--- config.mk ---
export PLATFORM = sky130hd
export DESIGN_NAME = irkp_pin_logic
export DESIGN_NICKNAME = d
export VERILOG_FILES = /design/src/design/irkp_pkg.sv /design/src/design/irkp_carrier_if.sv /design/src/design/irkp_carrier_gen.sv /design/src/design/irkp_pin_logic.sv
export VERILOG_INCLUDE_DIRS = /design/src /design/src/design
export SDC_FILE = /design/constraint.sdc
export NUM_CORES = 1
export LEC_CHECK = 0
export ABC_AREA = 1
export BUFFER_PORTS_ARGS = -buffer_cell sky130_fd_sc_hd__buf_2
export CAP_MARGIN = 20
export CORE_ASPECT_RATIO = 1.5
export CORE_MARGIN = 2
export CORE_UTILIZATION = 55
export DETAILED_ROUTE_END_ITERATION = 6
export HOLD_SLACK_MARGIN = 0.03
export PLACE_DENSITY = 0.85
export SLEW_MARGIN = 10
export SYNTH_ARGS = -nofsm -noshare
export SYNTH_HDL_FRONTEND = slang
export SYNTH_HIERARCHICAL = 1
export SYNTH_SLANG_ARGS = --single-unit
--- constraint.sdc ---
create_clock -name SYS_CLK -period 2.8 [get_ports SYS_CLK]
set_clock_uncertainty 0.05 [all_clocks]
set_input_delay 0.84 -clock SYS_CLK [delete_from_list [all_inputs] [get_ports SYS_CLK]]
set_output_delay 0.84 -clock SYS_CLK [all_outputs]
set_load 0.01 [all_outputs]
--- src/design/irkp_params.svh ---
`ifndef IRKP_PARAMS_SVH
`define IRKP_PARAMS_SVH

// Reset values of the control state
`define IRKP_SCAN_OUT_MODE_RST  1'b1
`define IRKP_SCAN_DATA_RST      8'hff
`define IRKP_SENSE_A_IN_RST     1'b0
`define IRKP_SENSE_B_OUT_RST    1'b1
`define IRKP_SENSE_PD_RST       1'b0
`define IRKP_KEY_RET_PD_RST     1'b1

// Synchroniser vector layout and reset value (reset pin idles high)
`define IRKP_SYNC_W             17
`define IRKP_SYNC_RST           17'h10000
`define IRKP_SYNC_RESET_PIN     16
`define IRKP_SYNC_POC_REQ       15
`define IRKP_SYNC_POC_FITTED    14
`define IRKP_SYNC_SENSE_A       13
`define IRKP_SYNC_SENSE_B       12
`define IRKP_SYNC_KEY_RET_HI    11
`define IRKP_SYNC_KEY_RET_LO    8
`define IRKP_SYNC_SCAN_HI       7
`define IRKP_SYNC_SCAN_LO       0

// Half periods of the divided carriers, in oscillator cycles
`define IRKP_HALF_DIV2          4'h1
`define IRKP_HALF_DIV8          4'h4
`define IRKP_HALF_DIV12         4'h6
`define IRKP_HALF_DIV16         4'h8
`define IRKP_HALF_DIV24         4'hc

`endif

--- src/design/irkp_pkg.sv ---
package irkp_pkg;
    typedef enum logic [2:0]
    {
        IRKP_CAR_DIV1  = 3'b000,
        IRKP_CAR_DIV8  = 3'b001,
        IRKP_CAR_DIV12 = 3'b010,
        IRKP_CAR_HIGH  = 3'b011,
        IRKP_CAR_DIV2  = 3'b100,
        IRKP_CAR_DIV16 = 3'b101,
        IRKP_CAR_DIV24 = 3'b110
    } irkp_car_sel_t;
endpackage

--- src/design/irkp_carrier_if.sv ---
`timescale 1ns/100ps
interface irkp_carrier_if;
    import irkp_pkg::*;
    irkp_car_sel_t sel;
    logic          tx_en;
    logic          carrier;
    logic          tx_active;
    modport gen  (input sel, input tx_en, output carrier, output tx_active);
    modport user (output sel, output tx_en, input carrier, input tx_active);
endinterface

--- src/design/irkp_carrier_gen.sv ---
`timescale 1ns/100ps
`include "irkp_params.svh"
module irkp_carrier_gen
    import irkp_pkg::*;
(
    input  wire logic   clk,
    input  wire logic   rst_n,
    irkp_carrier_if.gen car
);
    logic [3:0] cnt_reg;
    logic [3:0] cnt_next;
    logic       phase_reg;
    logic       phase_next;
    logic       active_reg;
    logic [3:0] half;
    logic       wrap;
    logic       undivided;

    function automatic logic [3:0] half_of(irkp_car_sel_t s);
        unique case (s)
            IRKP_CAR_DIV2:  half_of = `IRKP_HALF_DIV2;
            IRKP_CAR_DIV8:  half_of = `IRKP_HALF_DIV8;
            IRKP_CAR_DIV12: half_of = `IRKP_HALF_DIV12;
            IRKP_CAR_DIV16: half_of = `IRKP_HALF_DIV16;
            IRKP_CAR_DIV24: half_of = `IRKP_HALF_DIV24;
            default:        half_of = `IRKP_HALF_DIV2;
        endcase
    endfunction

    assign half       = half_of(car.sel);
    // A switch to a shorter division never leaves the count stranded above its end
    assign wrap       = (cnt_reg >= half - 4'h1);
    assign undivided  = (car.sel == IRKP_CAR_DIV1);
    // Count runs with the active flag so the first high half period is full length
    assign cnt_next   = (!active_reg || wrap) ? 4'h0 : cnt_reg + 4'h1;
    // Carrier starts with a high half period when transmission begins
    assign phase_next = !active_reg ? 1'b1
                      : (car.sel == IRKP_CAR_HIGH) ? 1'b1
                      : wrap ? ~phase_reg : phase_reg;

    always_ff @(posedge clk or negedge rst_n)
    begin
        if (!rst_n)
        begin
            cnt_reg    <= 4'h0;
            phase_reg  <= 1'b1;
            active_reg <= 1'b0;
        end
        else
        begin
            cnt_reg    <= cnt_next;
            phase_reg  <= phase_next;
            active_reg <= car.tx_en;
        end
    end

    // Undivided carrier is the oscillator itself, gated by the active flag
    assign car.carrier   = active_reg & (undivided ? clk : phase_reg);
    assign car.tx_active = active_reg;

    div_phase_a: assert property (@(posedge clk) disable iff (!rst_n)
        (car.tx_en && $past(car.tx_en) && car.sel == IRKP_CAR_DIV2
         && $past(car.sel) == IRKP_CAR_DIV2) |=> (phase_reg != $past(phase_reg)))
        else $error("divide-by-2 carrier did not toggle");
    high_level_a: assert property (@(posedge clk) disable iff (!rst_n)
        (car.tx_en && car.sel == IRKP_CAR_HIGH) |=> phase_reg)
        else $error("no-carrier selection did not give a steady high");
endmodule

--- src/design/irkp_pin_logic.sv ---
// Operation
// - The eight key-scan pins change direction together from one mode bit.
// - In input mode every key-scan pin has its pull-down connected.
// - In output mode the key-scan pins drive push-pull, high after reset.
// - One setting enables the pull-downs of both sense inputs in input mode.
// - Sense input A leaving input mode goes to an off, high-impedance state, also at reset.
// - Sense pin B in output mode is an active-low push-pull indicator, high after reset.
// - The indicator drives low in step with carrier transmission.
// - The infrared output is active-high push-pull and low during reset.
// - The carrier is undivided, divided by 2, 8, 12, 16, 24, or steady high.
// - A low reset pin resets the processor; the pin idles high via a pull-up.
// - A power-on clear, when fitted, drives the reset pin low itself.
// - One setting controls all four key-return pull-downs; they read low after reset.
`timescale 1ns/100ps
`include "irkp_params.svh"
module irkp_pin_logic
    import irkp_pkg::*;
(
    input  wire logic                SYS_CLK,
    input  wire logic                RST_N,
    // Control port from the processor
    input  wire logic                CTRL_WR,
    input  wire logic                SCAN_OUT_MODE,
    input  wire logic [7:0]          SCAN_WR_DATA,
    input  wire logic                SENSE_A_IN_MODE,
    input  wire logic                SENSE_B_OUT_MODE,
    input  wire logic                SENSE_PD_SEL,
    input  wire logic                KEY_RET_PD_SEL,
    input  wire irkp_car_sel_t       CARRIER_SEL,
    input  wire logic                TX_ENABLE,
    output logic [7:0]               SCAN_RD_DATA,
    output logic [3:0]               KEY_RET_RD_DATA,
    output logic [1:0]               SENSE_RD_DATA,
    output logic                     CPU_RESET_N,
    // Key-scan port
    input  wire logic [7:0]          KEY_SCAN_IO_IN,
    output logic [7:0]               KEY_SCAN_IO_OUT,
    output logic                     KEY_SCAN_IO_OE_N,
    output logic                     KEY_SCAN_IO_PD_EN,
    // Key-return port
    input  wire logic [3:0]          KEY_RETURN_IN,
    output logic                     KEY_RETURN_PD_EN,
    // Sense pins
    input  wire logic                SENSE_IN_A,
    output logic                     SENSE_IN_A_PD_EN,
    input  wire logic                SENSE_IN_B_INDICATOR_IN,
    output logic                     SENSE_IN_B_INDICATOR_OUT,
    output logic                     SENSE_IN_B_INDICATOR_OE_N,
    output logic                     SENSE_IN_B_PD_EN,
    // Infrared output
    output logic                     IR_CARRIER_OUT,
    // Reset pin and power-on clear
    input  wire logic                RESET_PIN_IN,
    output logic                     RESET_PIN_OUT,
    output logic                     RESET_PIN_OE_N,
    input  wire logic                POWER_ON_CLEAR_REQ,
    input  wire logic                POWER_ON_CLEAR_FITTED
);
    logic                    scan_out_reg;
    logic [7:0]              scan_data_reg;
    logic                    sense_a_in_reg;
    logic                    sense_b_out_reg;
    logic                    sense_pd_reg;
    logic                    key_ret_pd_reg;
    irkp_car_sel_t           car_sel_reg;
    logic                    tx_en_reg;
    logic [`IRKP_SYNC_W-1:0] meta_reg;
    logic [`IRKP_SYNC_W-1:0] sync_reg;
    logic [7:0]              scan_rd_reg;
    logic [3:0]              key_ret_rd_reg;
    logic [1:0]              sense_rd_reg;
    logic                    cpu_rst_n_reg;
    logic                    indicator_n_reg;
    logic [`IRKP_SYNC_W-1:0] pins_raw;
    logic [7:0]              scan_pins;
    logic [3:0]              key_ret_pins;
    logic                    poc_drive;
    logic                    sys_reset_req;
    logic [7:0]              scan_rd_next;
    logic [1:0]              sense_rd_next;

    irkp_carrier_if car ();

    irkp_carrier_gen u_carrier_gen
    (
        .clk   (SYS_CLK),
        .rst_n (RST_N),
        .car   (car.gen)
    );

    // Control state; software is expected to rewrite it on every loop pass
    always_ff @(posedge SYS_CLK or negedge RST_N)
    begin
        if (!RST_N)
        begin
            scan_out_reg    <= `IRKP_SCAN_OUT_MODE_RST;
            scan_data_reg   <= `IRKP_SCAN_DATA_RST;
            sense_a_in_reg  <= `IRKP_SENSE_A_IN_RST;
            sense_b_out_reg <= `IRKP_SENSE_B_OUT_RST;
            sense_pd_reg    <= `IRKP_SENSE_PD_RST;
            key_ret_pd_reg  <= `IRKP_KEY_RET_PD_RST;
            car_sel_reg     <= IRKP_CAR_HIGH;
            tx_en_reg       <= 1'b0;
        end
        else if (CTRL_WR)
        begin
            scan_out_reg    <= SCAN_OUT_MODE;
            scan_data_reg   <= SCAN_WR_DATA;
            sense_a_in_reg  <= SENSE_A_IN_MODE;
            sense_b_out_reg <= SENSE_B_OUT_MODE;
            sense_pd_reg    <= SENSE_PD_SEL;
            key_ret_pd_reg  <= KEY_RET_PD_SEL;
            car_sel_reg     <= CARRIER_SEL;
            tx_en_reg       <= TX_ENABLE;
        end
    end

    // Two-stage synchroniser for every pin input
    assign pins_raw = {RESET_PIN_IN, POWER_ON_CLEAR_REQ, POWER_ON_CLEAR_FITTED,
                       SENSE_IN_A, SENSE_IN_B_INDICATOR_IN, KEY_RETURN_IN, KEY_SCAN_IO_IN};

    always_ff @(posedge SYS_CLK or negedge RST_N)
    begin
        if (!RST_N)
        begin
            meta_reg <= `IRKP_SYNC_RST;
            sync_reg <= `IRKP_SYNC_RST;
        end
        else
        begin
            meta_reg <= pins_raw;
            sync_reg <= meta_reg;
        end
    end

    assign scan_pins    = sync_reg[`IRKP_SYNC_SCAN_HI:`IRKP_SYNC_SCAN_LO];
    assign key_ret_pins = sync_reg[`IRKP_SYNC_KEY_RET_HI:`IRKP_SYNC_KEY_RET_LO];

    // Power-on clear pulls the reset pin down only when the circuit is fitted
    assign poc_drive     = sync_reg[`IRKP_SYNC_POC_FITTED]
                         & sync_reg[`IRKP_SYNC_POC_REQ];
    assign sys_reset_req = ~sync_reg[`IRKP_SYNC_RESET_PIN] | poc_drive;

    // Read-back: output latch in output mode, pins otherwise; an off pin reads low
    assign scan_rd_next  = scan_out_reg ? scan_data_reg : scan_pins;
    assign sense_rd_next = {sense_b_out_reg ? indicator_n_reg : sync_reg[`IRKP_SYNC_SENSE_B],
                            sense_a_in_reg & sync_reg[`IRKP_SYNC_SENSE_A]};

    always_ff @(posedge SYS_CLK or negedge RST_N)
    begin
        if (!RST_N)
        begin
            scan_rd_reg     <= `IRKP_SCAN_DATA_RST;
            key_ret_rd_reg  <= 4'h0;
            sense_rd_reg    <= 2'h0;
            cpu_rst_n_reg   <= 1'b0;
            indicator_n_reg <= 1'b1;
        end
        else
        begin
            scan_rd_reg     <= scan_rd_next;
            key_ret_rd_reg  <= key_ret_pins;
            sense_rd_reg    <= sense_rd_next;
            cpu_rst_n_reg   <= ~sys_reset_req;
            indicator_n_reg <= ~car.tx_en;
        end
    end

    assign car.sel   = car_sel_reg;
    assign car.tx_en = tx_en_reg;

    assign SCAN_RD_DATA    = scan_rd_reg;
    assign KEY_RET_RD_DATA = key_ret_rd_reg;
    assign SENSE_RD_DATA   = sense_rd_reg;
    assign CPU_RESET_N     = cpu_rst_n_reg;

    assign KEY_SCAN_IO_OUT   = scan_data_reg;
    assign KEY_SCAN_IO_OE_N  = ~scan_out_reg;
    assign KEY_SCAN_IO_PD_EN = ~scan_out_reg;

    assign KEY_RETURN_PD_EN = key_ret_pd_reg;

    // Sense A has no output driver; off mode only drops the pull-down
    assign SENSE_IN_A_PD_EN = sense_a_in_reg & sense_pd_reg;

    assign SENSE_IN_B_INDICATOR_OUT  = indicator_n_reg;
    assign SENSE_IN_B_INDICATOR_OE_N = ~sense_b_out_reg;
    assign SENSE_IN_B_PD_EN          = ~sense_b_out_reg & sense_pd_reg;

    assign IR_CARRIER_OUT = car.carrier;

    assign RESET_PIN_OUT  = 1'b0;
    assign RESET_PIN_OE_N = ~poc_drive;

    scan_group_a: assert property (@(posedge SYS_CLK) disable iff (!RST_N)
        (CTRL_WR && SCAN_OUT_MODE) |=> (!KEY_SCAN_IO_OE_N && !KEY_SCAN_IO_PD_EN))
        else $error("key-scan group did not turn to output");
    scan_pull_a: assert property (@(posedge SYS_CLK) disable iff (!RST_N)
        (CTRL_WR && !SCAN_OUT_MODE) |=> (KEY_SCAN_IO_OE_N && KEY_SCAN_IO_PD_EN))
        else $error("key-scan input mode without pull-down");
    scan_drive_a: assert property (@(posedge SYS_CLK) disable iff (!RST_N)
        (CTRL_WR && SCAN_OUT_MODE) |=> (KEY_SCAN_IO_OUT == $past(SCAN_WR_DATA)))
        else $error("key-scan output level not driven");
    sense_pull_a: assert property (@(posedge SYS_CLK) disable iff (!RST_N)
        (CTRL_WR && SENSE_A_IN_MODE && !SENSE_B_OUT_MODE)
        |=> (SENSE_IN_A_PD_EN == $past(SENSE_PD_SEL)
             && SENSE_IN_B_PD_EN == $past(SENSE_PD_SEL)))
        else $error("sense pull-downs not switched together");
    sense_off_a: assert property (@(posedge SYS_CLK) disable iff (!RST_N)
        (CTRL_WR && !SENSE_A_IN_MODE) |=> (!SENSE_IN_A_PD_EN) ##2 (SENSE_RD_DATA[0] == 1'b0))
        else $error("sense A off mode not high impedance");
    led_sync_a: assert property (@(posedge SYS_CLK) disable iff (!RST_N)
        car.tx_active |-> (SENSE_IN_B_INDICATOR_OUT == 1'b0))
        else $error("indicator not low during transmission");
    ir_idle_a: assert property (@(posedge SYS_CLK) disable iff (!RST_N)
        (!tx_en_reg ##1 !tx_en_reg) |-> (!IR_CARRIER_OUT && SENSE_IN_B_INDICATOR_OUT))
        else $error("output active without transmission");
    poc_drive_a: assert property (@(posedge SYS_CLK) disable iff (!RST_N)
        (POWER_ON_CLEAR_FITTED && POWER_ON_CLEAR_REQ)[*3] |-> !RESET_PIN_OE_N)
        else $error("power-on clear did not drive the reset pin");
    cpu_reset_a: assert property (@(posedge SYS_CLK) disable iff (!RST_N)
        (!RESET_PIN_IN)[*4] |-> !CPU_RESET_N)
        else $error("reset pin low did not reset the processor");

    tx_burst_c: cover property (@(posedge SYS_CLK) disable iff (!RST_N)
        car.tx_active ##1 IR_CARRIER_OUT ##1 !IR_CARRIER_OUT);
    scan_input_c: cover property (@(posedge SYS_CLK) disable iff (!RST_N)
        KEY_SCAN_IO_OE_N ##1 !KEY_SCAN_IO_OE_N);
    poc_c: cover property (@(posedge SYS_CLK) disable iff (!RST_N) !RESET_PIN_OE_N);
endmodule

After elaboration in Yosys (flattened, before gate mapping)
Index checks and enable logic that the tools add are counted.
{"block": "word_totals", "ff_bits": 73, "inputBits": 37, "output_inout_bits": 33, "word_cells": 51}
{"block": "op_classes", "n_addsub": 2, "magnitude_cmp": 1, "eq_ne": 6, "muxes": 8, "bitwise": 13, "reduce_logical": 3}
{"cell": "case mux 4 bit (4 select lines)", "count": 1}
{"cell": "two-way mux 8 bit", "count": 1}
{"cell": "inverter 1 bit", "count": 7}
{"cell": "== test 3 x 2 -> 1 bit, second input constant", "count": 2}
{"cell": "== test 3 bit, second input constant", "count": 2}
{"cell": "AND 1 bit", "count": 5}
{"cell": "two-way mux 1 bit", "count": 5}
{"cell": "adder 4 x 1 -> 4 bit, second input constant", "count": 1}
{"cell": ">= comparator 4 bit", "count": 1}
{"cell": "two-way mux 4 bit", "count": 1}
{"cell": "subtractor 4 x 1 -> 4 bit, second input constant", "count": 1}
{"cell": "== test 3 x 1 -> 1 bit, second input constant", "count": 1}
{"cell": "logical NOT 3 bit", "count": 1}
{"cell": "!= test 3 bit, second input constant", "count": 1}
{"cell": "logical NOT 1 bit", "count": 1}
{"cell": "logical OR 1 bit", "count": 1}
{"cell": "bitwise OR 1 bit", "count": 1}

Longest topological paths before layout
Gate-level depths: netlist of run 1.
{"block": "logic_depth", "ltp_word": 7, "mapped_depth": 13}

Hierarchy
Netlist of run 1, hierarchy kept.
{"mod": "irkp_pin_logic", "n_inst": 1, "cells_each": 165, "area_per_inst_um2": 2133.3, "seq_area_each_um2": 1706.6}
{"mod": "irkp_carrier_gen", "n_inst": 1, "cells_each": 53, "area_per_inst_um2": 417.9, "seq_area_each_um2": 151.4}

==> flow_metrics.py, run 1 <==
metrics = {
    "status": {
        "status": "finished, final reports clean",
    },
    "worst_setup_path": {
        "rr_startpoint": "car.sel[0]",
        "setup.worst_path.start_class": "clock port",
        "cp-startpoint": "SYS_CLK",
        "r2r_cells": 11,
        "path_class": "clock port to output port",
        "worstPathMaxFanout": 2,
        "crit_end": "IR_CARRIER_OUT",
        "required_ns": 1.91,
        "r2r_end": "u_carrier_gen/cnt_reg[3]",
        "arrival_ns": 1.79,
        "reg2reg_slack_ns": 0.94,
        "end_kind": "output port",
    },
    "detailed_routing": {
        "routed_wl_um": 4470,
        "first_pass_iters": 5,
        "vias_per_cell": 4.76,
        "via_count": 1646,
        "wire_per_inst_um": 12.9,
        "drtIter0Drc": 84,
        "drc_errors": 0,
        "antenna_left": 0,
    },
    "timing": {
        "setup_viol_count_final": 0,
        "tns_ns": 0,
        "drv_slew": 0,
        "max_slew.worst_pin.slew_ns": 0.840,
        "rsz0062_at_grt": "false",
        "hold_viol": 0,
        "slew_headroom": 0.440,
    },
    "synth": {
        "synth.distinct_cells": 24,
        "ys_async_sr_fraction": 1.00,
        "syn-num-nets": 260,
        "synth_warnings": 6,
        "synth_ff_type": "dfrtp_1",
        "netlist.area_leader.share": 0.471,
        "syn-cell-area_sq_mm": 0.00255,
        "synth_area_leader_cell": "dfrtp_1",
        "synthCells": 218,
        "yosys-top-cells-area": "dfrtp_1 (47%), dfstp_2 (26%), nand2_1 (12%)",
        "yosys_register_bits": 73,
        "synth_edf_count": 0,
        "ys_seq_area_frac": 0.728,
        "syn_avg_cell_area_sq_um": 11.7,
    },
    "grt": {
        "grt_pass1_vias": 1641,
        "use_met2": 0.287,
        "grt_use_met3": 0.104,
        "grt_busiest_layer": "met2",
        "globalRouteTotalUtil": 0.197,
        "grt_max_degree": 74,
        "grt-ovfl-total": 0,
        "antenna_found_initial": 0,
        "met1_usage": 0.211,
        "grt_first_pass_wirelength_um": 6970,
    },
    "clock_network": {
        "worstSkewPairLatency_ns": 0.45,
        "cts_tree": "done",
        "post_cts_buffers": 0,
        "clkTransAtPathRegs_ns": 0.07,
    },
    "final_layout": {
        "antenna_cells": 0,
        "area_delta_synth_final_pct": 24.4,
        "num-fill-cells": 331,
        "drive_gt1_frac": 0.413,
        "nets": 335,
        "final_area_sq_mm": 0.00317,
    },
    "pwr": {
        "pwr-share-comb": 0.098,
        "p_per_area_mw_per_mm2": 798,
        "p_sw_mw": 0.591,
        "internal_power_mw": 1.94,
        "power.share.switching": 0.234,
        "leakage_nw": 1.69,
        "pwr-share-seq": 0.475,
        "ir_drop_uv": 447,
        "pwr-share-clk": 0.427,
    },
    "die": {
        "fp.dieH_um": 87.4,
        "die_x_um": 59.6,
        "start_util": 0.566,
        "core_sq_mm": 0.00450,
        "rows": 30,
        "pin_count": 70,
        "design.die.area_sq_mm": 0.00521,
    },
    "place": {
        "dp_hpwl_um": 2910,
        "gp_congestion": 0.848,
        "postPlaceCellArea_sq_mm": 0.00289,
        "port_buffers": 68,
    },
    "worst_hold_path": {
        "hold_class": "flip-flop to flip-flop",
    },
    "run": {
        "maxCapViolCount": 0,
    },
}
-- power groups by stage --
stage | Sequential, mW | Combinational, mW | Clock (mW)
final | 1.20 | 0.247 | 1.08
after global routing | 1.21 | 0.282 | 1.15
after detailed placement | 1.22 | 0.247 | 0.00785
after global placement | 1.22 | 0.236 | 0.00785
after floorplan | 1.23 | 0.132 | 0.00510
after CTS | 1.20 | 0.250 | 1.11
-- synthesized netlist by cell type (2+ instances only) --
master   instances
nand2_1         84
dfrtp_1         48
dfstp_2         25
inv_1           18
nand3_1          7
nand2_2          6
ha_1             5
nor2_1           5
buf_4            3
a21oi_1          2
inv_2            2
-- how the worst min path moves through the flow --
stage	start	endpoint	slack [ns]	depth (start not counted)
after CTS	sync_reg[9]	KEY_RET_RD_DATA[1]	0.30	0
after detailed placement	sync_reg[11]	KEY_RET_RD_DATA[3]	0.28	0
after global placement	meta_reg[3]	sync_reg[3]	0.28	0
after floorplan	sync_reg[8]	KEY_RET_RD_DATA[0]	0.28	0
after global routing	sync_reg[9]	KEY_RET_RD_DATA[1]	0.30	0
final	meta_reg[8]	sync_reg[8]	0.30	0
-- cell families (layout without fill, tap and decap cells) --
group,after synthesis,count (layout),synth area share
flops,73,73,0.728
fa+ha+maj,5,5,0.0245
compound gates,6,6,0.0137
simple gates,104,104,0.167
buf+inv,27,107,0.0584
other cells,1,1,0.00147
xor+xnor,2,2,0.00687
-- timing repair --
action,in CTS,in global routing
gates resized for setup,1,0
endpoints found under the setup margin,1,0
hold buffers,0,0
-- layout make-up --
type	instances	area (sq um)	share of cell area
flip-flops and latches	73	1860	0.586
well taps	48	60.1	0.0189
inverters	21	86.3	0.0272
repair buffers	67	338	0.106
clock buffers	13	170	0.0536
clock inverters	6	113	0.0355
multi-input cells	118	548	0.173
-- cells in the final DEF (no fill, tap or decap), types with 2 or more instances in the layout --
cell type and instances:
nand3_1 7, clkbuf_8 12, buf_2 67, nand2_2 6, inv_6 2, dfstp_2 25, nand2_1 84, nor2_1 5
ha_1 5, a21oi_1 2, dfrtp_1 48, inv_1 18, bufinv_16 3, inv_2 2
-- metal layers --
layer  up-vias  part of all wire
li1        804                 -
met1       767              0.39
met2        58              0.51
met3        17             0.065
met4         0             0.032
met5         -                 0
-- stage by stage --
stage          setup WS [ns]  instances  hold WS [ns]  total power [mW]  utilization
6_report               0.124        346         0.300              2.53        0.704
5_1_grt                0.105        346         0.300              2.64        0.704
4_1_cts                0.116        346         0.297              2.56        0.704
2_1_floorplan          0.330        218         0.281              1.36            -
3_5_place_dp           0.236        328         0.285              1.48        0.642
3_3_place_gp           0.237        328         0.282              1.46        0.642
-- critical path: stages --
cell      delay [ns]
clkbuf_8        0.11
o21ai_2         0.09
a21oi_1         0.05
buf_2           0.14
Power figures use the tool's default switching activity.
==> inputs of run 2 (changes only) <==
--- a/config.mk
+++ b/config.mk
@@ -14,6 +14,7 @@
 export CORE_UTILIZATION = 55
 export DETAILED_ROUTE_END_ITERATION = 6
 export HOLD_SLACK_MARGIN = 0.03
+export MAX_ROUTING_LAYER = met4
 export PLACE_DENSITY = 0.85
 export SLEW_MARGIN = 10
 export SYNTH_ARGS = -nofsm -noshare
==> constraint.sdc (replaced) <==
create_clock -name SYS_CLK -period 3.2 [get_ports SYS_CLK]
set_clock_uncertainty 0.05 [all_clocks]
set_input_delay 0.96 -clock SYS_CLK [delete_from_list [all_inputs] [get_ports SYS_CLK]]
set_output_delay 0.96 -clock SYS_CLK [all_outputs]
set_load 0.01 [all_outputs]
==> run 2 against run 1 <==
Effect of this change:
- die area unchanged
- sequential power fell by 12%
- flip-flop and latch count did not move
- worst hold slack worse by 0.0036 ns
- core utilization grew 0.083 points
- largest cell class unchanged
==> flow_metrics.py, run 2 (synthesis gave the netlist of run 1 again) <==
metrics = {
    "clock_network": {
        "cts_resized": 0,
        "clkTransAtPathRegs_ns": 0.07,
        "worstSkewPairLatency_ns": 0.44,
        "postCtsHoldBufs": 0,
        "post_cts_buffers": 0,
        "cts_tree": "done",
    },
    "final_layout": {
        "layout_commonest_cell": "nand2_1",
        "finalCoreUtilization": 0.705,
        "layout_common_cells": "nand2_1 (84), buf_2 (67), dfrtp_1 (48), dfstp_2 (25), inv_1 (18)",
        "area_delta_synth_final_pct": 24.5,
        "nets": 336,
        "drive_gt1_frac": 0.408,
        "num-fill-cells": 338,
        "final_area_sq_mm": 0.00318,
        "antenna_cells": 0,
    },
    "die": {
        "fp.dieH_um": 87.4,
        "rows": 30,
        "start_util": 0.566,
        "design.die.area_sq_mm": 0.00521,
        "core_sq_mm": 0.00450,
        "die_x_um": 59.6,
        "pin_count": 70,
    },
    "grt": {
        "grt_max_degree": 74,
        "grt-ovfl-total": 0,
        "grt_first_pass_wirelength_um": 7470,
        "grt_pass1_vias": 1734,
        "globalRouteTotalUtil": 0.212,
        "antenna_found_initial": 0,
    },
    "worst_setup_path": {
        "worstPathCellList": "clkbuf_8 > clkbuf_8 > o21ai_1 > a21oi_1 > buf_2",
        "arrival_ns": 2.14,
        "required_ns": 2.19,
        "path_class": "clock port to output port",
        "cp_slowest_cell": "buf_2",
        "r2r_cells": 11,
        "end_kind": "output port",
        "worstPathMaxFanout": 2,
        "path_delay_family": "buffers and inverters",
        "setup.worst_path.start_class": "clock port",
        "reg2reg_slack_ns": 1.33,
        "path_common_cell": "clkbuf_8",
        "cp-startpoint": "SYS_CLK",
        "r2r_end": "u_carrier_gen/cnt_reg[3]",
        "rr_startpoint": "car.sel[0]",
        "critPathBufInv": 3,
        "critPathMaxStageDelay_ns": 0.14,
    },
    "timing": {
        "setup_viol_count_final": 0,
        "max_slew.worst_pin.slew_ns": 0.865,
        "rsz0062_at_grt": "false",
        "fin_hold_ws_ns": 0.297,
        "hold_viol": 0,
        "tns_ns": 0,
        "slew_headroom": 0.423,
        "drv_slew": 0,
    },
    "pwr": {
        "power.share.switching": 0.236,
        "p_per_area_mw_per_mm2": 701,
        "internal_power_mw": 1.70,
        "pwr-share-comb": 0.097,
        "leakage_nw": 1.69,
        "p_sw_mw": 0.525,
        "pwr-share-clk": 0.431,
        "ir_drop_uv": 362,
        "pwr-share-seq": 0.473,
    },
    "detailed_routing": {
        "antenna_left": 0,
        "wire_per_inst_um": 13.5,
        "routed_wl_um": 4700,
        "drc_errors": 0,
        "first_pass_iters": 4,
        "drtIter0Drc": 75,
        "vias_per_cell": 4.88,
        "via_count": 1692,
    },
    "place": {
        "gp_congestion": 0.876,
        "port_buffers": 68,
        "postPlaceCellArea_sq_mm": 0.00289,
        "dp_hpwl_um": 3090,
    },
    "status": {
        "status": "finished, final reports clean",
    },
    "worst_hold_path": {
        "hold_depth": 0,
        "hp-start": "sync_reg[11]",
        "hold-path-endpoint": "KEY_RET_RD_DATA[3]",
        "hold_class": "flip-flop to flip-flop",
    },
    "run": {
        "maxCapViolCount": 0,
    },
}
run 2: layout make-up:
class                      instances  area [sq um]  share of cell area
clock buffer                      14           174              0.0547
clock inverter                     6           116              0.0366
inverter                          21          86.3              0.0272
multi-input combinational        118           544               0.171
sequential                        73          1860               0.585
tap                               48          60.1              0.0189
timing repair buffer              67           338               0.106
run 2: per-stage QoR:
step	instances	worst slack, ns	power [mW]
floorplan	218	0.410	1.19
global placement	328	0.317	1.28
detailed placement	328	0.317	1.29
CTS	347	0.0453	2.25
global route	347	0.00177	2.33
finish	347	0.0535	2.23
run 2: layer usage:
| metal | vias to the layer above | part of all wire | GRT usage |
|---|---|---|---|
| met4 | 0 | 0.038 | 0.158 |
| met1 | 807 | 0.38 | 0.220 |
| met5 | - | 0 | - |
| met2 | 56 | 0.53 | 0.329 |
| li1 | 811 | - | - |
| met3 | 18 | 0.057 | 0.0684 |
run 2: worst max-delay path by stage:
stage	endpoint	slack, ns	depth (start not counted)
2_1_floorplan	IR_CARRIER_OUT	0.41	2
3_3_place_gp	IR_CARRIER_OUT	0.32	3
3_5_place_dp	IR_CARRIER_OUT	0.32	3
4_1_cts	IR_CARRIER_OUT	0.05	5
5_1_grt	IR_CARRIER_OUT	0.002	5
6_report	IR_CARRIER_OUT	0.05	5
run 2: worst reg2reg max path: stages (launching register included):
cell and delay [ns]:
dfstp_2 0.56, inv_1 0.08, nand3_1 0.13, o21ai_0 0.10, inv_1 0.09, nand2_1 0.06, ha_1 0.27, nand2_1 0.06
inv_1 0.04, nand2_2 0.08, nand4_2 0.16, nor2_1 0.12
run 2: power by group through the flow:
stage / clock [mW] / combinational [mW] / sequential (mW)
after global placement: 0.00687 / 0.206 / 1.06
after floorplan: 0.00446 / 0.116 / 1.07
after CTS: 0.980 / 0.219 / 1.05
after global routing: 1.02 / 0.246 / 1.06
final: 0.959 / 0.215 / 1.05
after detailed placement: 0.00687 / 0.214 / 1.07
==> inputs of run 3 (changes only) <==
--- a/config.mk
+++ b/config.mk
@@ -13,6 +13,7 @@
 export CORE_MARGIN = 2
 export CORE_UTILIZATION = 55
 export DETAILED_ROUTE_END_ITERATION = 6
+export GPL_TIMING_DRIVEN = 0
 export HOLD_SLACK_MARGIN = 0.03
 export MAX_ROUTING_LAYER = met4
 export PLACE_DENSITY = 0.85
==> run 3 against run 2 <==
Effect of this change:
- global-route usage grew 1.3 points
- routed wire length up 0.68%
- final cell count rose by 1.7%
- largest cell class unchanged
==> flow_metrics.py, run 3 (synthesis gave the netlist of run 1 again) <==
metrics = {
    "status": {
        "status": "finished, final reports clean",
    },
    "grt": {
        "grt_max_degree": 63,
        "globalRouteTotalUtil": 0.226,
        "grt_pass1_vias": 1733,
        "grt_first_pass_wirelength_um": 7800,
        "antenna_found_initial": 0,
        "grt-ovfl-total": 0,
    },
    "pwr": {
        "pwr-share-clk": 0.415,
        "finalPower_mw": 2.19,
        "p_sw_mw": 0.534,
        "pwr-share-comb": 0.106,
        "ir_drop_uv": 488,
        "leakage_nw": 1.73,
        "p_per_area_mw_per_mm2": 674,
        "internal_power_mw": 1.65,
        "power.share.switching": 0.244,
        "pwr-share-seq": 0.479,
    },
    "detailed_routing": {
        "routed_wl_um": 4730,
        "vias_per_cell": 4.78,
        "drc_errors": 0,
        "antenna_left": 0,
        "first_pass_iters": 4,
        "drtIter0Drc": 82,
        "via_count": 1689,
        "wire_per_inst_um": 13.4,
    },
    "clock_network": {
        "post_cts_buffers": 0,
        "clkTransAtPathRegs_ns": 0.07,
        "cts_tree": "done",
        "cts_resized": 0,
        "postCtsHoldBufs": 0,
        "worstSkewPairLatency_ns": 0.45,
    },
    "final_layout": {
        "drive_gt1_frac": 0.423,
        "area_delta_synth_final_pct": 27.3,
        "layout_common_cells": "nand2_1 (84), buf_2 (66), dfrtp_1 (48), dfstp_2 (25), inv_1 (18)",
        "num-fill-cells": 320,
        "antenna_cells": 0,
        "nets": 342,
        "final_cells": 353,
        "layout_commonest_cell": "nand2_1",
        "finalCoreUtilization": 0.721,
    },
    "worst_setup_path": {
        "r2r_cells": 11,
        "worstPathMaxFanout": 2,
        "arrival_ns": 2.14,
        "setup.worst_path.start_class": "clock port",
        "r2r_end": "u_carrier_gen/cnt_reg[2]",
        "reg2reg_slack_ns": 1.33,
        "path_class": "clock port to output port",
        "rr_startpoint": "car.sel[0]",
        "end_kind": "output port",
        "required_ns": 2.19,
    },
    "timing": {
        "tns_ns": 0,
        "hold_viol": 0,
        "rsz0062_at_grt": "false",
        "setup_viol_count_final": 0,
        "drv_slew": 0,
    },
    "die": {
        "design.die.area_sq_mm": 0.00521,
        "start_util": 0.566,
        "die_x_um": 59.6,
        "pin_count": 70,
        "rows": 30,
        "fp.dieH_um": 87.4,
        "core_sq_mm": 0.00450,
    },
    "place": {
        "gp_congestion": 0.806,
        "port_buffers": 67,
        "placed_cells": 334,
        "dp_hpwl_um": 3090,
    },
    "run": {
        "maxCapViolCount": 0,
    },
    "worst_hold_path": {
        "hold_class": "primary input to async pin",
    },
}
[run 3: power by group through the flow]
stage | sequential (mW) | clock [mW] | combinational (mW)
final | 1.05 | 0.907 | 0.232
after global routing | 1.06 | 0.969 | 0.265
after CTS | 1.05 | 0.930 | 0.236
after detailed placement | 1.07 | 0.00687 | 0.231
after global placement | 1.06 | 0.00687 | 0.218
after floorplan | 1.07 | 0.00446 | 0.116
[run 3: routing by layer]
metal	vias up	wire, um	GRT usage
met5	-	0	-
met2	55	2460	0.325
met4	0	110	0.162
met1	800	1900	0.249
met3	13	265	0.0906
li1	821	-	-
[run 3: critical path, cell delays in order]
cell	delay [ns]
clkbuf_8	0.11
clkbuf_8	0.12
o21ai_1	0.12
a21oi_1	0.05
buf_2	0.13
[run 3: final cells by class]
cell class	count	area, sq um	area share
multi-input cells	118	544	0.168
inverters	21	86.3	0.0266
clock inverters	6	91.3	0.0281
flip-flops and latches	73	1860	0.572
clock buffers	14	184	0.0566
repair buffers	67	360	0.111
well taps	48	60.1	0.0185
plain buffers	6	62.6	0.0193
[run 3: stage by stage]
stage / hold slack [ns] / setup WS [ns] / area, sq um
global placement: 0.282 / 0.317 / 2950
finish: 0.300 / 0.0514 / 3250
detailed placement: 0.285 / 0.317 / 2980
CTS: 0.288 / 0.0443 / 3250
global route: 0.294 / 0.0248 / 3250
floorplan: 0.281 / 0.410 / 2550
[run 3: worst max path at each step]
stage                      to  depth (start not counted)     from
6_report       IR_CARRIER_OUT                          5  SYS_CLK
5_1_grt        IR_CARRIER_OUT                          5  SYS_CLK
4_1_cts        IR_CARRIER_OUT                          5  SYS_CLK
3_5_place_dp   IR_CARRIER_OUT                          3  SYS_CLK
3_3_place_gp   IR_CARRIER_OUT                          3  SYS_CLK
2_1_floorplan  IR_CARRIER_OUT                          2  SYS_CLK
